File: src/hw/usb_ep_pkg.sv
// Constants shared by the bulk endpoint buffer control logic.
// Assumes an 8-bit register port and four endpoint slots.
`default_nettype none
package usb_ep_pkg;

  // ==========================================================
  // Sizes
  localparam int NUM_EP = 4;
  localparam int EP_IDX_W = 2;
  localparam int CNT_W = 11;
  localparam int BCH_W = 3;
  localparam int RAM_AW_DEF = 6;

  // ==========================================================
  // Register offsets
  localparam logic [7:0] CFG_BASE = 8'h00;
  localparam logic [7:0] BCH_BASE = 8'h04;
  localparam logic [7:0] BCL_BASE = 8'h08;
  localparam logic [7:0] EP_STAT_OFF = 8'h0C;
  localparam logic [7:0] IBN_EN_OFF = 8'h0D;
  localparam logic [7:0] IBN_REQ_OFF = 8'h0E;
  localparam logic [7:0] GNAK_EN_OFF = 8'h0F;
  localparam logic [7:0] GNAK_REQ_OFF = 8'h10;
  localparam logic [7:0] APTR_SETUP_OFF = 8'h11;
  localparam logic [7:0] PTR_A_OFF = 8'h12;
  localparam logic [7:0] PTR_B_OFF = 8'h13;
  localparam logic [7:0] DATA_A_OFF = 8'h14;
  localparam logic [7:0] DATA_B_OFF = 8'h15;

  // ==========================================================
  // Field positions and encodings
  localparam int CFG_VALID_BIT = 7;
  localparam int CFG_DIR_BIT = 6;
  localparam int CFG_TYPE_MSB = 5;
  localparam int CFG_TYPE_LSB = 4;
  localparam int CFG_BUF_MSB = 1;
  localparam int CFG_BUF_LSB = 0;
  localparam logic [1:0] CFG_TYPE_BULK = 2'h2;
  localparam logic [1:0] CFG_BUF_DOUBLE = 2'h2;
  localparam logic [7:0] CFG_BULK_OUT_DBL = 8'hA2;
  localparam logic [7:0] CFG_BULK_IN_DBL = 8'hE2;
  localparam int SKIP_BIT = 7;
  localparam int AUTOINC_BIT = 0;
  localparam int GLOBAL_IBN_BIT = 0;
  localparam int STAT_FULL_LSB = 4;

  // ==========================================================
  // Reset value and buffer capacities
  localparam logic [7:0] CFG_RST = 8'h00;
  localparam logic [1:0] CAP_SINGLE = 2'h1;
  localparam logic [1:0] CAP_DOUBLE = 2'h2;

endpackage : usb_ep_pkg
`default_nettype wire

File: src/hw/ep_buffer_track.sv
// Buffer bookkeeping for one bulk endpoint: arming, filled packets and lengths.
// Assumes the caller only presents host tokens when host_ok_o is high.
`timescale 1ns/1ps
`default_nettype none
module ep_buffer_track
  import usb_ep_pkg::*;
(
  input wire logic sys_clk_i,
  input wire logic rst_i,
  input wire logic [7:0] cfg_i,
  input wire logic cfg_wr_i,
  input wire logic skip_i,
  input wire logic commit_i,
  input wire logic [CNT_W-1:0] commit_len_i,
  input wire logic host_out_i,
  input wire logic [CNT_W-1:0] host_len_i,
  input wire logic host_in_i,
  output logic host_ok_o,
  output logic empty_o,
  output logic full_o,
  output logic [CNT_W-1:0] head_len_o
);

  typedef struct packed {
    logic [1:0] qn;
    logic [1:0] armed;
    logic rd;
    logic [1:0][CNT_W-1:0] len;
  } ep_state_t;

  ep_state_t s_ff;
  ep_state_t nxt_s;
  logic is_in;
  logic active;
  logic [1:0] cap;
  logic push;
  logic pop;
  logic release_buf;

  assign is_in = cfg_i[CFG_DIR_BIT];
  assign active = cfg_i[CFG_VALID_BIT] && (cfg_i[CFG_TYPE_MSB:CFG_TYPE_LSB] == CFG_TYPE_BULK);
  assign cap = (cfg_i[CFG_BUF_MSB:CFG_BUF_LSB] == CFG_BUF_DOUBLE) ? CAP_DOUBLE : CAP_SINGLE;
  assign host_ok_o = active && (is_in ? (s_ff.qn != 2'h0) : (s_ff.armed != 2'h0));
  assign empty_o = (s_ff.qn == 2'h0);
  assign full_o = (s_ff.qn == cap);
  assign head_len_o = s_ff.len[s_ff.rd];

  // ==========================================================
  // Next state
  always_comb
  begin
    nxt_s = s_ff;
    // A skip on a filled buffer hands it back empty; on an idle one it arms a spare.
    release_buf = !is_in && skip_i && ((s_ff.qn != 2'h0) || ((s_ff.armed + s_ff.qn) < cap));
    push = is_in ? (commit_i && (s_ff.qn < cap)) : (host_out_i && (s_ff.armed != 2'h0));
    pop = is_in ? (host_in_i && (s_ff.qn != 2'h0)) : (skip_i && (s_ff.qn != 2'h0));
    if (push)
    begin
      nxt_s.len[s_ff.rd ^ s_ff.qn[0]] = is_in ? commit_len_i : host_len_i;
    end
    nxt_s.qn = 2'(s_ff.qn + {1'b0, push} - {1'b0, pop});
    nxt_s.rd = s_ff.rd ^ pop;
    if (!is_in)
    begin
      nxt_s.armed = 2'(s_ff.armed + {1'b0, release_buf} - {1'b0, push});
    end
    // Reconfiguring drops every buffer back to the unarmed, empty state.
    if (cfg_wr_i)
    begin
      nxt_s = '0;
    end
  end

  always_ff @(posedge sys_clk_i)
  begin
    if (rst_i)
    begin
      s_ff <= '0;
    end
    else
    begin
      s_ff <= nxt_s;
    end
  end

endmodule : ep_buffer_track
`default_nettype wire

File: src/hw/bulk_in_nak_notify_and_arming.sv
// Bulk endpoint buffer control: OUT arming by skip, IN commit, IN-NAK notification.
// Assumes token strobes come from link logic on sys_clk_i and one register port.
//
// The implementer's own choices: strobed register access and the register offsets.
`timescale 1ns/1ps
`default_nettype none
module bulk_in_nak_notify_and_arming
  import usb_ep_pkg::*;
#(
  parameter int RAM_AW = RAM_AW_DEF
)
(
  input wire logic sys_clk_i,
  input wire logic rst_i,
  input wire logic [7:0] reg_addr_i,
  input wire logic [7:0] reg_wdata_i,
  input wire logic reg_wr_i,
  input wire logic reg_rd_i,
  output logic [7:0] reg_rdata_o,
  input wire logic tok_in_i,
  input wire logic tok_out_i,
  input wire logic [EP_IDX_W-1:0] tok_ep_i,
  input wire logic [CNT_W-1:0] out_len_i,
  output logic hs_valid_o,
  output logic hs_nak_o,
  output logic [CNT_W-1:0] hs_len_o,
  output logic irq_o
);

  // ==========================================================
  // State
  typedef struct packed {
    logic [NUM_EP-1:0][7:0] cfg;
    logic [NUM_EP-1:0][BCH_W-1:0] bc_hi;
    logic [NUM_EP-1:0] ibn_en;
    logic [NUM_EP-1:0] ibn_req;
    logic autoinc;
    logic [RAM_AW-1:0] ptr_a;
    logic [RAM_AW-1:0] ptr_b;
    logic [7:0] rdata;
    logic hs_valid;
    logic hs_nak;
    logic [CNT_W-1:0] hs_len;
    logic irq;
  } top_state_t;

  top_state_t s_ff;
  top_state_t nxt_s;
  logic [7:0] ram [2**RAM_AW];
  logic [EP_IDX_W-1:0] wr_idx;
  logic cfg_hit;
  logic bch_hit;
  logic bcl_hit;
  logic [NUM_EP-1:0] ep_ok;
  logic [NUM_EP-1:0] ep_empty;
  logic [NUM_EP-1:0] ep_full;
  logic [NUM_EP-1:0] ep_is_in;
  logic [NUM_EP-1:0] ep_act;
  logic [NUM_EP-1:0] cfg_wr;
  logic [NUM_EP-1:0] skip;
  logic [NUM_EP-1:0] commit;
  logic [NUM_EP-1:0] host_in;
  logic [NUM_EP-1:0] host_out;
  logic [NUM_EP-1:0][CNT_W-1:0] ep_head;
  logic [NUM_EP-1:0] ibn_set;
  logic [NUM_EP-1:0] ibn_clr;
  logic [CNT_W-1:0] head_sel;
  logic gl_req;
  logic gl_en;

  assign wr_idx = reg_addr_i[EP_IDX_W-1:0];
  assign cfg_hit = (reg_addr_i[7:2] == CFG_BASE[7:2]);
  assign bch_hit = (reg_addr_i[7:2] == BCH_BASE[7:2]);
  assign bcl_hit = (reg_addr_i[7:2] == BCL_BASE[7:2]);
  assign head_sel = ep_head[tok_ep_i];
  assign gl_req = |s_ff.ibn_req;
  assign gl_en = |s_ff.ibn_en;

  // ==========================================================
  // Endpoints
  for (genvar e = 0; e < NUM_EP; e++)
  begin : g_ep
    assign ep_is_in[e] = s_ff.cfg[e][CFG_DIR_BIT];
    assign ep_act[e] = s_ff.cfg[e][CFG_VALID_BIT]
                       && (s_ff.cfg[e][CFG_TYPE_MSB:CFG_TYPE_LSB] == CFG_TYPE_BULK);
    // Writes land in one cycle here, so the firmware wait is slack, not a hazard.
    assign cfg_wr[e] = reg_wr_i && cfg_hit && (wr_idx == EP_IDX_W'(e));
    assign skip[e] = reg_wr_i && bcl_hit && (wr_idx == EP_IDX_W'(e)) && !ep_is_in[e]
                     && reg_wdata_i[SKIP_BIT];
    assign commit[e] = reg_wr_i && bcl_hit && (wr_idx == EP_IDX_W'(e)) && ep_is_in[e];
    assign host_in[e] = tok_in_i && (tok_ep_i == EP_IDX_W'(e)) && ep_is_in[e] && ep_ok[e];
    assign host_out[e] = tok_out_i && (tok_ep_i == EP_IDX_W'(e)) && !ep_is_in[e] && ep_ok[e];

    ep_buffer_track u_track (
      .sys_clk_i(sys_clk_i),
      .rst_i(rst_i),
      .cfg_i(s_ff.cfg[e]),
      .cfg_wr_i(cfg_wr[e]),
      .skip_i(skip[e]),
      .commit_i(commit[e]),
      .commit_len_i({s_ff.bc_hi[e], reg_wdata_i}),
      .host_out_i(host_out[e]),
      .host_len_i(out_len_i),
      .host_in_i(host_in[e]),
      .host_ok_o(ep_ok[e]),
      .empty_o(ep_empty[e]),
      .full_o(ep_full[e]),
      .head_len_o(ep_head[e])
    );
  end

  // ==========================================================
  // Next state
  always_comb
  begin
    nxt_s = s_ff;
    nxt_s.hs_valid = 1'b0;
    nxt_s.hs_nak = 1'b0;
    nxt_s.hs_len = '0;
    nxt_s.rdata = '0;
    ibn_set = '0;
    ibn_clr = '0;
    if (tok_in_i)
    begin
      nxt_s.hs_valid = 1'b1;
      if (ep_is_in[tok_ep_i] && ep_ok[tok_ep_i])
      begin
        nxt_s.hs_len = head_sel;
      end
      else
      begin
        nxt_s.hs_nak = 1'b1;
        ibn_set[tok_ep_i] = ep_act[tok_ep_i] && ep_is_in[tok_ep_i];
      end
    end
    else if (tok_out_i)
    begin
      nxt_s.hs_valid = 1'b1;
      nxt_s.hs_nak = !(!ep_is_in[tok_ep_i] && ep_ok[tok_ep_i]);
    end
    if (reg_wr_i)
    begin
      if (cfg_hit)
      begin
        nxt_s.cfg[wr_idx] = reg_wdata_i;
      end
      if (bch_hit)
      begin
        nxt_s.bc_hi[wr_idx] = reg_wdata_i[BCH_W-1:0];
      end
      case (reg_addr_i)
        IBN_EN_OFF: nxt_s.ibn_en = reg_wdata_i[NUM_EP-1:0];
        IBN_REQ_OFF: ibn_clr = reg_wdata_i[NUM_EP-1:0];
        APTR_SETUP_OFF: nxt_s.autoinc = reg_wdata_i[AUTOINC_BIT];
        PTR_A_OFF: nxt_s.ptr_a = reg_wdata_i[RAM_AW-1:0];
        PTR_B_OFF: nxt_s.ptr_b = reg_wdata_i[RAM_AW-1:0];
        DATA_A_OFF: nxt_s.ptr_a = s_ff.autoinc ? s_ff.ptr_a + 1'b1 : s_ff.ptr_a;
        DATA_B_OFF: nxt_s.ptr_b = s_ff.autoinc ? s_ff.ptr_b + 1'b1 : s_ff.ptr_b;
        default: ;
      endcase
    end
    if (reg_rd_i)
    begin
      if (cfg_hit)
      begin
        nxt_s.rdata = s_ff.cfg[wr_idx];
      end
      else if (bch_hit)
      begin
        nxt_s.rdata = {5'h00, ep_head[wr_idx][CNT_W-1:8]};
      end
      else if (bcl_hit)
      begin
        nxt_s.rdata = ep_head[wr_idx][7:0];
      end
      else
      begin
        case (reg_addr_i)
          EP_STAT_OFF: nxt_s.rdata = {ep_full, ep_empty};
          IBN_EN_OFF: nxt_s.rdata = {4'h0, s_ff.ibn_en};
          IBN_REQ_OFF: nxt_s.rdata = {4'h0, s_ff.ibn_req};
          GNAK_EN_OFF: nxt_s.rdata = {7'h00, gl_en};
          GNAK_REQ_OFF: nxt_s.rdata = {7'h00, gl_req};
          APTR_SETUP_OFF: nxt_s.rdata = {7'h00, s_ff.autoinc};
          PTR_A_OFF: nxt_s.rdata = 8'(s_ff.ptr_a);
          PTR_B_OFF: nxt_s.rdata = 8'(s_ff.ptr_b);
          DATA_A_OFF:
          begin
            nxt_s.rdata = ram[s_ff.ptr_a];
            nxt_s.ptr_a = s_ff.autoinc ? s_ff.ptr_a + 1'b1 : s_ff.ptr_a;
          end
          DATA_B_OFF:
          begin
            nxt_s.rdata = ram[s_ff.ptr_b];
            nxt_s.ptr_b = s_ff.autoinc ? s_ff.ptr_b + 1'b1 : s_ff.ptr_b;
          end
          default: nxt_s.rdata = 8'h00;
        endcase
      end
    end
    // A NAK in the same cycle as its clear survives; losing it would hide a waiting host.
    nxt_s.ibn_req = (s_ff.ibn_req & ~ibn_clr) | ibn_set;
    nxt_s.irq = |(nxt_s.ibn_req & nxt_s.ibn_en);
  end

  // ==========================================================
  // Registers
  always_ff @(posedge sys_clk_i)
  begin
    if (rst_i)
    begin
      s_ff <= '0;
    end
    else
    begin
      s_ff <= nxt_s;
    end
  end

  // Scratch memory has no reset; its contents are undefined until written.
  always_ff @(posedge sys_clk_i)
  begin
    if (reg_wr_i && (reg_addr_i == DATA_A_OFF))
    begin
      ram[s_ff.ptr_a] <= reg_wdata_i;
    end
    else if (reg_wr_i && (reg_addr_i == DATA_B_OFF))
    begin
      ram[s_ff.ptr_b] <= reg_wdata_i;
    end
  end

  assign reg_rdata_o = s_ff.rdata;
  assign hs_valid_o = s_ff.hs_valid;
  assign hs_nak_o = s_ff.hs_nak;
  assign hs_len_o = s_ff.hs_len;
  assign irq_o = s_ff.irq;
endmodule : bulk_in_nak_notify_and_arming
`default_nettype wire

File: config.mk
export PLATFORM = sky130hd
export DESIGN_NAME = bulk_in_nak_notify_and_arming
export DESIGN_NICKNAME = d
export VERILOG_FILES = /design/src/hw/usb_ep_pkg.sv /design/src/hw/ep_buffer_track.sv /design/src/hw/bulk_in_nak_notify_and_arming.sv
export SDC_FILE = /design/constraint.sdc
export NUM_CORES = 1
export LEC_CHECK = 0
export BUFFER_PORTS_ARGS = -buffer_cell sky130_fd_sc_hd__buf_2
export CORE_UTILIZATION = 40
export CTS_CLUSTER_SIZE = 40
export DETAILED_ROUTE_END_ITERATION = 8
export PLACE_DENSITY = 0.52
export SLEW_MARGIN = 20
export SYNTH_ARGS = -nofsm -noshare
export SYNTH_HDL_FRONTEND = slang
export SYNTH_SLANG_ARGS = --single-unit
File: constraint.sdc
create_clock -name sys_clk_i -period 4.1 [get_ports sys_clk_i]
set_clock_uncertainty 0.2 [all_clocks]
set_input_delay 0 -clock sys_clk_i [delete_from_list [all_inputs] [get_ports sys_clk_i]]
set_output_delay 0 -clock sys_clk_i [all_outputs]
set_load 0.01 [all_outputs]
==> results by group, run 1 <==
Outcome
  – Status: completed

STA
  – RSZ-0062 raised after global routing: no
  – Slew Viols, Final: 0
  – Setup violations, final: 0
  – Measured slew at the worst slew-check pin: 1.08 ns
  – Crit path time final: 3.57 ns
  – Fin crit share: 87.2%
  – Max_slew headroom: 26.4%
  – Setup tns final: 0 ns
  – Worst setup margin: 0.526 ns
  – Hold Fails Final Rpt: 0
  – Fmax: 0.280 GHz

Logic synthesis
  – Post-synth EDFFs: 512
  – Syn. warnings: 0
  – Post-Synth Adder-Cell Area: 1.21%
  – FFs w/ async S/R, synth: 0%
  – Post-Synth Simple-Gate Area: 7.87%
  – Synth cell types: 77
  – Compound-cell area share of the yosys netlist: 6.80%
  – Main combinational cell family by area after synthesis: multiplexers
  – Synth Cell Area: 0.0351 sq mm
  – Area leader, netlist: edfxtp_1
  – Synth area leaders: edfxtp_1, mux4_2, dfxtp_1, mux2i_1, nor2_1
  – Syn nets: 2,540
  – Synthesized netlist cell count: 2,471
  – Xor/xnor share of the synthesized area: 1.07%
  – Seq/Total Area, Yosys: 54.8%
  – Proportion of synthesized area in mux cells: 24.7%
  – Avg Inst Size Synth: 14.2 sq um
  – Most common flop cell mapped by yosys: edfxtp_1
  – Yosys reg bits: 707
  – Top-area cell type share of the netlist area: 43.7%

Final layout
  – Share of layout cells above drive strength 1: 26.1%
  – Final instance area: 0.0404 sq mm
  – Final #Nets: 2,679
  – Syn-to-layout area delta: 15.0%
  – Reg area: 0.0193 sq mm
  – Multi-input logic area: 0.0146 sq mm
  – Fillers: 7,602
  – Antenna Diode Count: 0
  – Core Util, Final: 46.5%

Global route
  – Vias in the first global route: 23,300
  – First-pass GRT wire length: 168,000 microns
  – Initial antenna violation count: 3
  – Largest net degree at the start of global routing: 80
  – Total GRT Usage: 26.0%
  – Total grt overflow: 0

Power and ir drop
  – Sw Ratio: 21.3%
  – NetSw: 3.35 mW
  – Leakage power: 13.1 nW
  – Worst IR Drop VDD: 317 uV
  – Part of the power in registers: 48.6%
  – Power Density: 389 mW/mm^2
  – Total power: 15.7 mW
  – Comb pwr share: 2.6%
  – Power share of the clock group: 48.8%
  – Int Pwr: 12.4 mW

Floorplan
  – Die X: 298 microns
  – Starting density of the core: 40.5%
  – DIE HEIGHT: 298 microns
  – Placement row count: 108
  – Core area: 0.0869 sq mm
  – IO Pins: 57
  – Die area: 0.0891 sq mm

Critical path
  – Crit path max fanout: 5
  – Crit path launch type: flop
  – Kind of critical path: flop to flop
  – Top delay family on crit path: buffers and inverters
  – Critical Path RT: 4.49 ns
  – Crit path buf inv count: 2
  – CP Capture Type: flop
  – Slowest-stage cell, CP: dlygate4sd3_1
  – Slowest stage delay, CP: 0.60 ns
  – Crit path arrival time: 3.96 ns
  – Crit-path cells: nand3b_1 -> mux4_2 -> or2_2 -> a31oi_1 -> nand3_1 -> dlygate4sd3_1 -> a21oi_1 -> dlygate4sd3_1
  – Crit-path most repeated cell: dlygate4sd3_1

Clock tree
  – CTS root buf: clkbuf_16
  – CTS tree: built
  – Post-CTS sizing: 0
  – H-tree levels: 3
  – TritonCTS Buffers: 81
  – Worst-case clock buffer depth: 3
  – Clk sinks: 707
  – # Post-CTS Setup Buffers: 0
  – Hold-fix buffers, CTS: 47
  – Clock transition at path regs: 0.06 ns
  – Worst-skew pair later-pin latency: 0.65 ns

Detailed routing
  – Via-per-instance ratio: 6.15
  – 1st-pass router iterations: 7
  – DR iter-0 viols: 2,841
  – DR WL/cell: 30.3 microns
  – DRC viols: 0
  – DRT antenna net count: 0
  – WL final: 116,000 microns
  – Via count of the routed design: 23,500

Run
  – Max cap viols: 0

Placement
  – IO buf count: 56
  – Placed Area: 0.0371 sq mm
  – DP Wirelength: 78,700 microns
  – GPL Wtd Cong: 0.923
  – Setup WS pre-CTS: 0.516 ns

Min path
  – HP Class: input port to flop
worst min-delay path, cell delays in order:
cell	delay, ns
dlygate4sd3_1	0.53
buf_2	0.18
mux2i_1	0.17
a211oi_1	0.09
cells in the final DEF, fill, tap and decap left out, types with 39 or more instances in the layout:
| master | synthesis | layout |
|---|---|---|
| dfxtp_1 | 195 | 189 |
| edfxtp_1 | 512 | 512 |
| buf_4 | 44 | 152 |
| mux4_2 | 278 | 278 |
| o21ai_0 | 39 | 39 |
| buf_2 | 48 | 56 |
| dlygate4sd3_1 | 0 | 47 |
| a21oi_1 | 80 | 80 |
| nand2_1 | 63 | 63 |
| clkbuf_16 | 0 | 89 |
| mux2i_1 | 208 | 208 |
| a211oi_1 | 59 | 59 |
| nor2_1 | 328 | 328 |
routing by layer:
metal	global-route usage (%)	routed length, microns	share of wire [%]
met3	4.75	9040	7.8
met1	37.7	50500	44
met4	7.77	3380	2.9
met2	40.0	53000	46
met5	0	19	0.016
stage by stage:
| step | hold slack, ns | std cells |
|---|---|---|
| floorplan | -0.101 | 2471 |
| finish | 0.189 | 3828 |
| CTS | 0.146 | 3828 |
| detailed placement | 0.126 | 3635 |
| global route | 0.169 | 3828 |
| global placement | 0.119 | 3635 |
logic make-up after synthesis:
| family | Yosys count |
|---|---|
| flops | 707 |
| mux | 515 |
| xor+xnor | 43 |
| buf+inv | 248 |
| simple gates | 582 |
| fa+ha+maj | 34 |
| compound gates | 342 |
state kept, by name (all words and copies together), names as in the netlist:
name / cells
irq_o: 1
ram: 512
g_ep.u_track.s_ff: 108
reg_rdata_o: 8
ep_is_in: 4
hs_valid_o: 1
s_ff: 61
hs_nak_o: 1
hs_len_o: 11
power by group through the flow:
stage	Clock (mW)	Combinational (mW)	Sequential (mW)
after global routing	8.04	0.425	7.65
after global placement	0	0.360	7.81
after CTS	7.78	0.401	7.65
after detailed placement	0	0.367	7.81
after floorplan	0	0.148	7.81
final	7.68	0.403	7.65
path summary, 6_finish.rpt:
path / slack [ns] / start / endpoint / depth (start not counted)
worst max-delay path: 0.53 / s_ff[67] / s_ff[38] / 8
worst min-delay path: 0.19 / out_len_i[10] / g_ep[3].u_track.s_ff[21] / 4
worst max register to register: 0.53 / s_ff[67] / s_ff[38] / 8
worst min register to register: 0.28 / s_ff[48] / s_ff[48] / 2
area by class of cell:
cell class | instances | share of cell area, %
clock buffers | 108 | 5.74
clock inverters | 38 | 1.22
inverters | 39 | 0.362
multi-input cells | 1516 | 36.2
flip-flops and latches | 707 | 47.7
well taps | 1155 | 3.58
repair buffers | 265 | 5.18
Yosys cell counts, drive strengths merged (15+ instances only):
master  count
o221ai     22
nand3      27
ha         34
mux2       29
mux2i     208
buf       124
clkbuf     85
a211oi     59
nand2b     22
o22ai      17
dfxtp     195
a21oi      82
nor2      332
nor4       16
nor3       40
a22oi      29
mux4      278
o21ai      41
nand2      71
edfxtp    512
inv        38
nor2b      15
xnor2      34
No activity file was read; power rests on OpenSTA's default activity.
==> run 2: changes to the inputs <==
--- a/config.mk
+++ b/config.mk
@@ -6,10 +6,12 @@
 export NUM_CORES = 1
 export LEC_CHECK = 0
 export BUFFER_PORTS_ARGS = -buffer_cell sky130_fd_sc_hd__buf_2
+export CELL_PAD_IN_SITES_DETAIL_PLACEMENT = 0
+export CELL_PAD_IN_SITES_GLOBAL_PLACEMENT = 2
 export CORE_UTILIZATION = 40
 export CTS_CLUSTER_SIZE = 40
 export DETAILED_ROUTE_END_ITERATION = 8
-export PLACE_DENSITY = 0.52
+export PLACE_DENSITY = 0.67
 export SLEW_MARGIN = 20
 export SYNTH_ARGS = -nofsm -noshare
 export SYNTH_HDL_FRONTEND = slang
==> run 2 against run 1 <==
Effect of this change:
- non-clock buffer count increased by 13
- sequential share of layout area increased by 0.21 points
- largest power group is now sequential cells
- critical path type unchanged
- count of clock-buffer cells in the layout increased by 7
- largest cell class unchanged
- first-iteration DRC count decreased by 23%
==> results by group, run 2 (synthesized netlist as in run 1, its figures left out) <==
STA
  – Fmax: 0.253 GHz (was 0.280 GHz)
  – Max_slew headroom: 29.1% (was 26.4%)
  – Crit path time final: 3.96 ns (was 3.57 ns)
  – Setup violations, final: 0 (unchanged)
  – Setup tns final: 0 ns (unchanged)
  – Hold Fails Final Rpt: 0 (unchanged)
  – Slew Viols, Final: 0 (unchanged)
  – Fin Hold WS: 0.147 ns (was 0.189 ns)
  – Fin crit share: 96.5% (was 87.2%)
  – RSZ-0062 raised after global routing: no (unchanged)
  – Measured slew at the worst slew-check pin: 1.06 ns (was 1.08 ns)

Final layout
  – Share of layout cells above drive strength 1: 25.9% (was 26.1%)
  – Top flop regs: ram (512), g_ep.u_track.s_ff (108), s_ff (61) (unchanged)
  – Core Util, Final: 46.3% (was 46.5%)
  – Most frequent cells in the layout: edfxtp_1, nor2_1, mux4_2 (unchanged)
  – Max reg flops: 512 (unchanged)
  – Final #Nets: 2,691 (was 2,679)
  – Syn-to-layout area delta: 14.5% (was 15.0%)
  – Reg with most FFs: ram (unchanged)
  – Commonest non-fill, non-tap cell in the layout: edfxtp_1 (unchanged)
  – Final instance area: 0.0402 sq mm (was 0.0404 sq mm)

Clock tree
  – Clock transition at path regs: 0.06 ns (about the same)
  – CTS root buf: clkbuf_16 (unchanged)
  – Clk sinks: 707 (unchanged)
  – H-tree levels: 3 (unchanged)
  – Worst-case clock buffer depth: 3 (unchanged)
  – Worst-skew pair later-pin latency: 0.65 ns (about the same)
  – Post-CTS sizing: 0 (unchanged)
  – TritonCTS Buffers: 80 (was 81)
  – CTS tree: built (unchanged)

Global route
  – Initial antenna violation count: 5 (was 3)
  – Total GRT Usage: 26.8% (was 26.0%)
  – Total grt overflow: 0 (unchanged)
  – First-pass GRT wire length: 171,000 microns (was 168,000 microns)
  – Largest net degree at the start of global routing: 80 (unchanged)
  – Vias in the first global route: 23,500 (was 23,300)

Floorplan
  – Die area: 0.0891 sq mm (unchanged)
  – IO Pins: 57 (unchanged)
  – DIE HEIGHT: 298 microns (unchanged)
  – Core area: 0.0869 sq mm (unchanged)
  – Die X: 298 microns (unchanged)
  – Starting density of the core: 40.5% (unchanged)
  – Placement row count: 108 (unchanged)

Placement
  – IO buf count: 56 (unchanged)
  – GPL Wtd Cong: 0.885 (was 0.923)
  – Placed Area: 0.0372 sq mm (was 0.0371 sq mm)
  – DP Wirelength: 82,400 microns (was 78,700 microns)

Critical path
  – CP Capture Type: flop (unchanged)
  – R2r worst-path depth: 9 (was 8)
  – Crit path max fanout: 33 (was 5)
  – Worst R2R End: reg_rdata_o[1] (was s_ff[38])
  – R2r setup slk: 0.14 ns (was 0.53 ns)
  – Crit path launch type: flop (unchanged)
  – Kind of critical path: flop to flop (unchanged)
  – Crit path arrival time: 4.35 ns (was 3.96 ns)
  – Worst r2r src: s_ff[23] (was s_ff[67])
  – Critical Path RT: 4.49 ns (about the same)

Min path
  – Hold path start: out_len_i[7] (was out_len_i[10])
  – Hold endpoint: g_ep[3].u_track.s_ff[7] (was g_ep[3].u_track.s_ff[21])
  – HP Class: input port to flop (unchanged)
  – Worst hold stages: 4 (unchanged)

Detailed routing
  – DR WL/cell: 31.2 microns (was 30.3 microns)
  – DRT antenna net count: 0 (unchanged)
  – WL final: 120,000 microns (was 116,000 microns)
  – Via-per-instance ratio: 6.09 (was 6.15)
  – DRC viols: 0 (unchanged)
  – 1st-pass router iterations: 8 (was 7)
  – DR iter-0 viols: 2,191 (was 2,841)
  – Via count of the routed design: 23,400 (was 23,500)

Outcome
  – Status: completed (unchanged)

Power and ir drop
  – Power Density: 375 mW/mm^2 (was 389 mW/mm^2)
  – Worst IR Drop VDD: 314 uV (was 317 uV)
  – Total power: 15.1 mW (was 15.7 mW)
  – Leakage power: 13.1 nW (about the same)

Run
  – Max cap viols: 0 (unchanged)
run 2: cell count changes in the layout (fill, tap and decap cells not counted), sizes merged, moves of 2 or more:
cell and delta:
clkinv +2, dlygate4sd3 -2, clkinvlp -4, clkbuf +7, bufinv -7, buf +15
run 2: what timing repair did:
item                       in CTS  in global routing
buffers inserted                0                  2
hold endpoints to repair      303                  0
setup endpoints to repair       0                  1
hold buffers                   45                  0
run 2: power by group:
group          switching (mW)  leakage (nW)  total [mW]  internal (mW)
Clock                    2.98          1.24        7.05           4.07
Combinational           0.288          5.66       0.392          0.103
Sequential            0.00298          6.17        7.66           7.65
Total                    3.27          13.1        15.1           11.8
run 2: final cells by class:
class	instances	area [sq um]
well taps	1155	1450
diodes	1	2.50
repair buffers	278	2190
inverters	39	146
clock buffers	115	2290
flip-flops and latches	707	19300
fillers	7675	46600
clock inverters	30	254
multi-input cells	1516	14600
run 2: how the worst max path moves through the flow:
stage                        start        endpoint  slack [ns]  cells past startpoint
after floorplan           s_ff[28]      ram[61][0]        1.19                     10
after global placement    s_ff[22]  reg_rdata_o[1]        0.30                      8
after detailed placement  s_ff[28]  reg_rdata_o[5]        0.37                      7
after CTS                 s_ff[22]  reg_rdata_o[1]        0.03                      9
after global routing      s_ff[22]  reg_rdata_o[1]        0.03                      9
final                     s_ff[23]  reg_rdata_o[1]        0.14                      9
run 2: routing by layer:
layer / wire length (microns) / GRT usage (%)
met4: 4580 / 9.38
met5: 32 / 0
met2: 57300 / 43.6
met3: 8470 / 5.20
met1: 49400 / 35.7
run 2: stage by stage:
stage | setup slack [ns] | instances
after floorplan | 1.19 | 2471
after global placement | 0.304 | 3648
after detailed placement | 0.367 | 3648
after CTS | 0.0273 | 3838
after global routing | 0.0275 | 3840
final | 0.144 | 3841
run 2: worst max-delay path: stages (launching register included):
cell and delay, ns:
dfxtp_4 0.76, buf_12 0.31, nor2b_1 0.08, buf_4 0.22, a221oi_1 0.34, o21ai_0 0.15, a2111oi_1 0.90, nor3_1 0.18
a31oi_1 0.17, dlygate4sd3_1 0.56
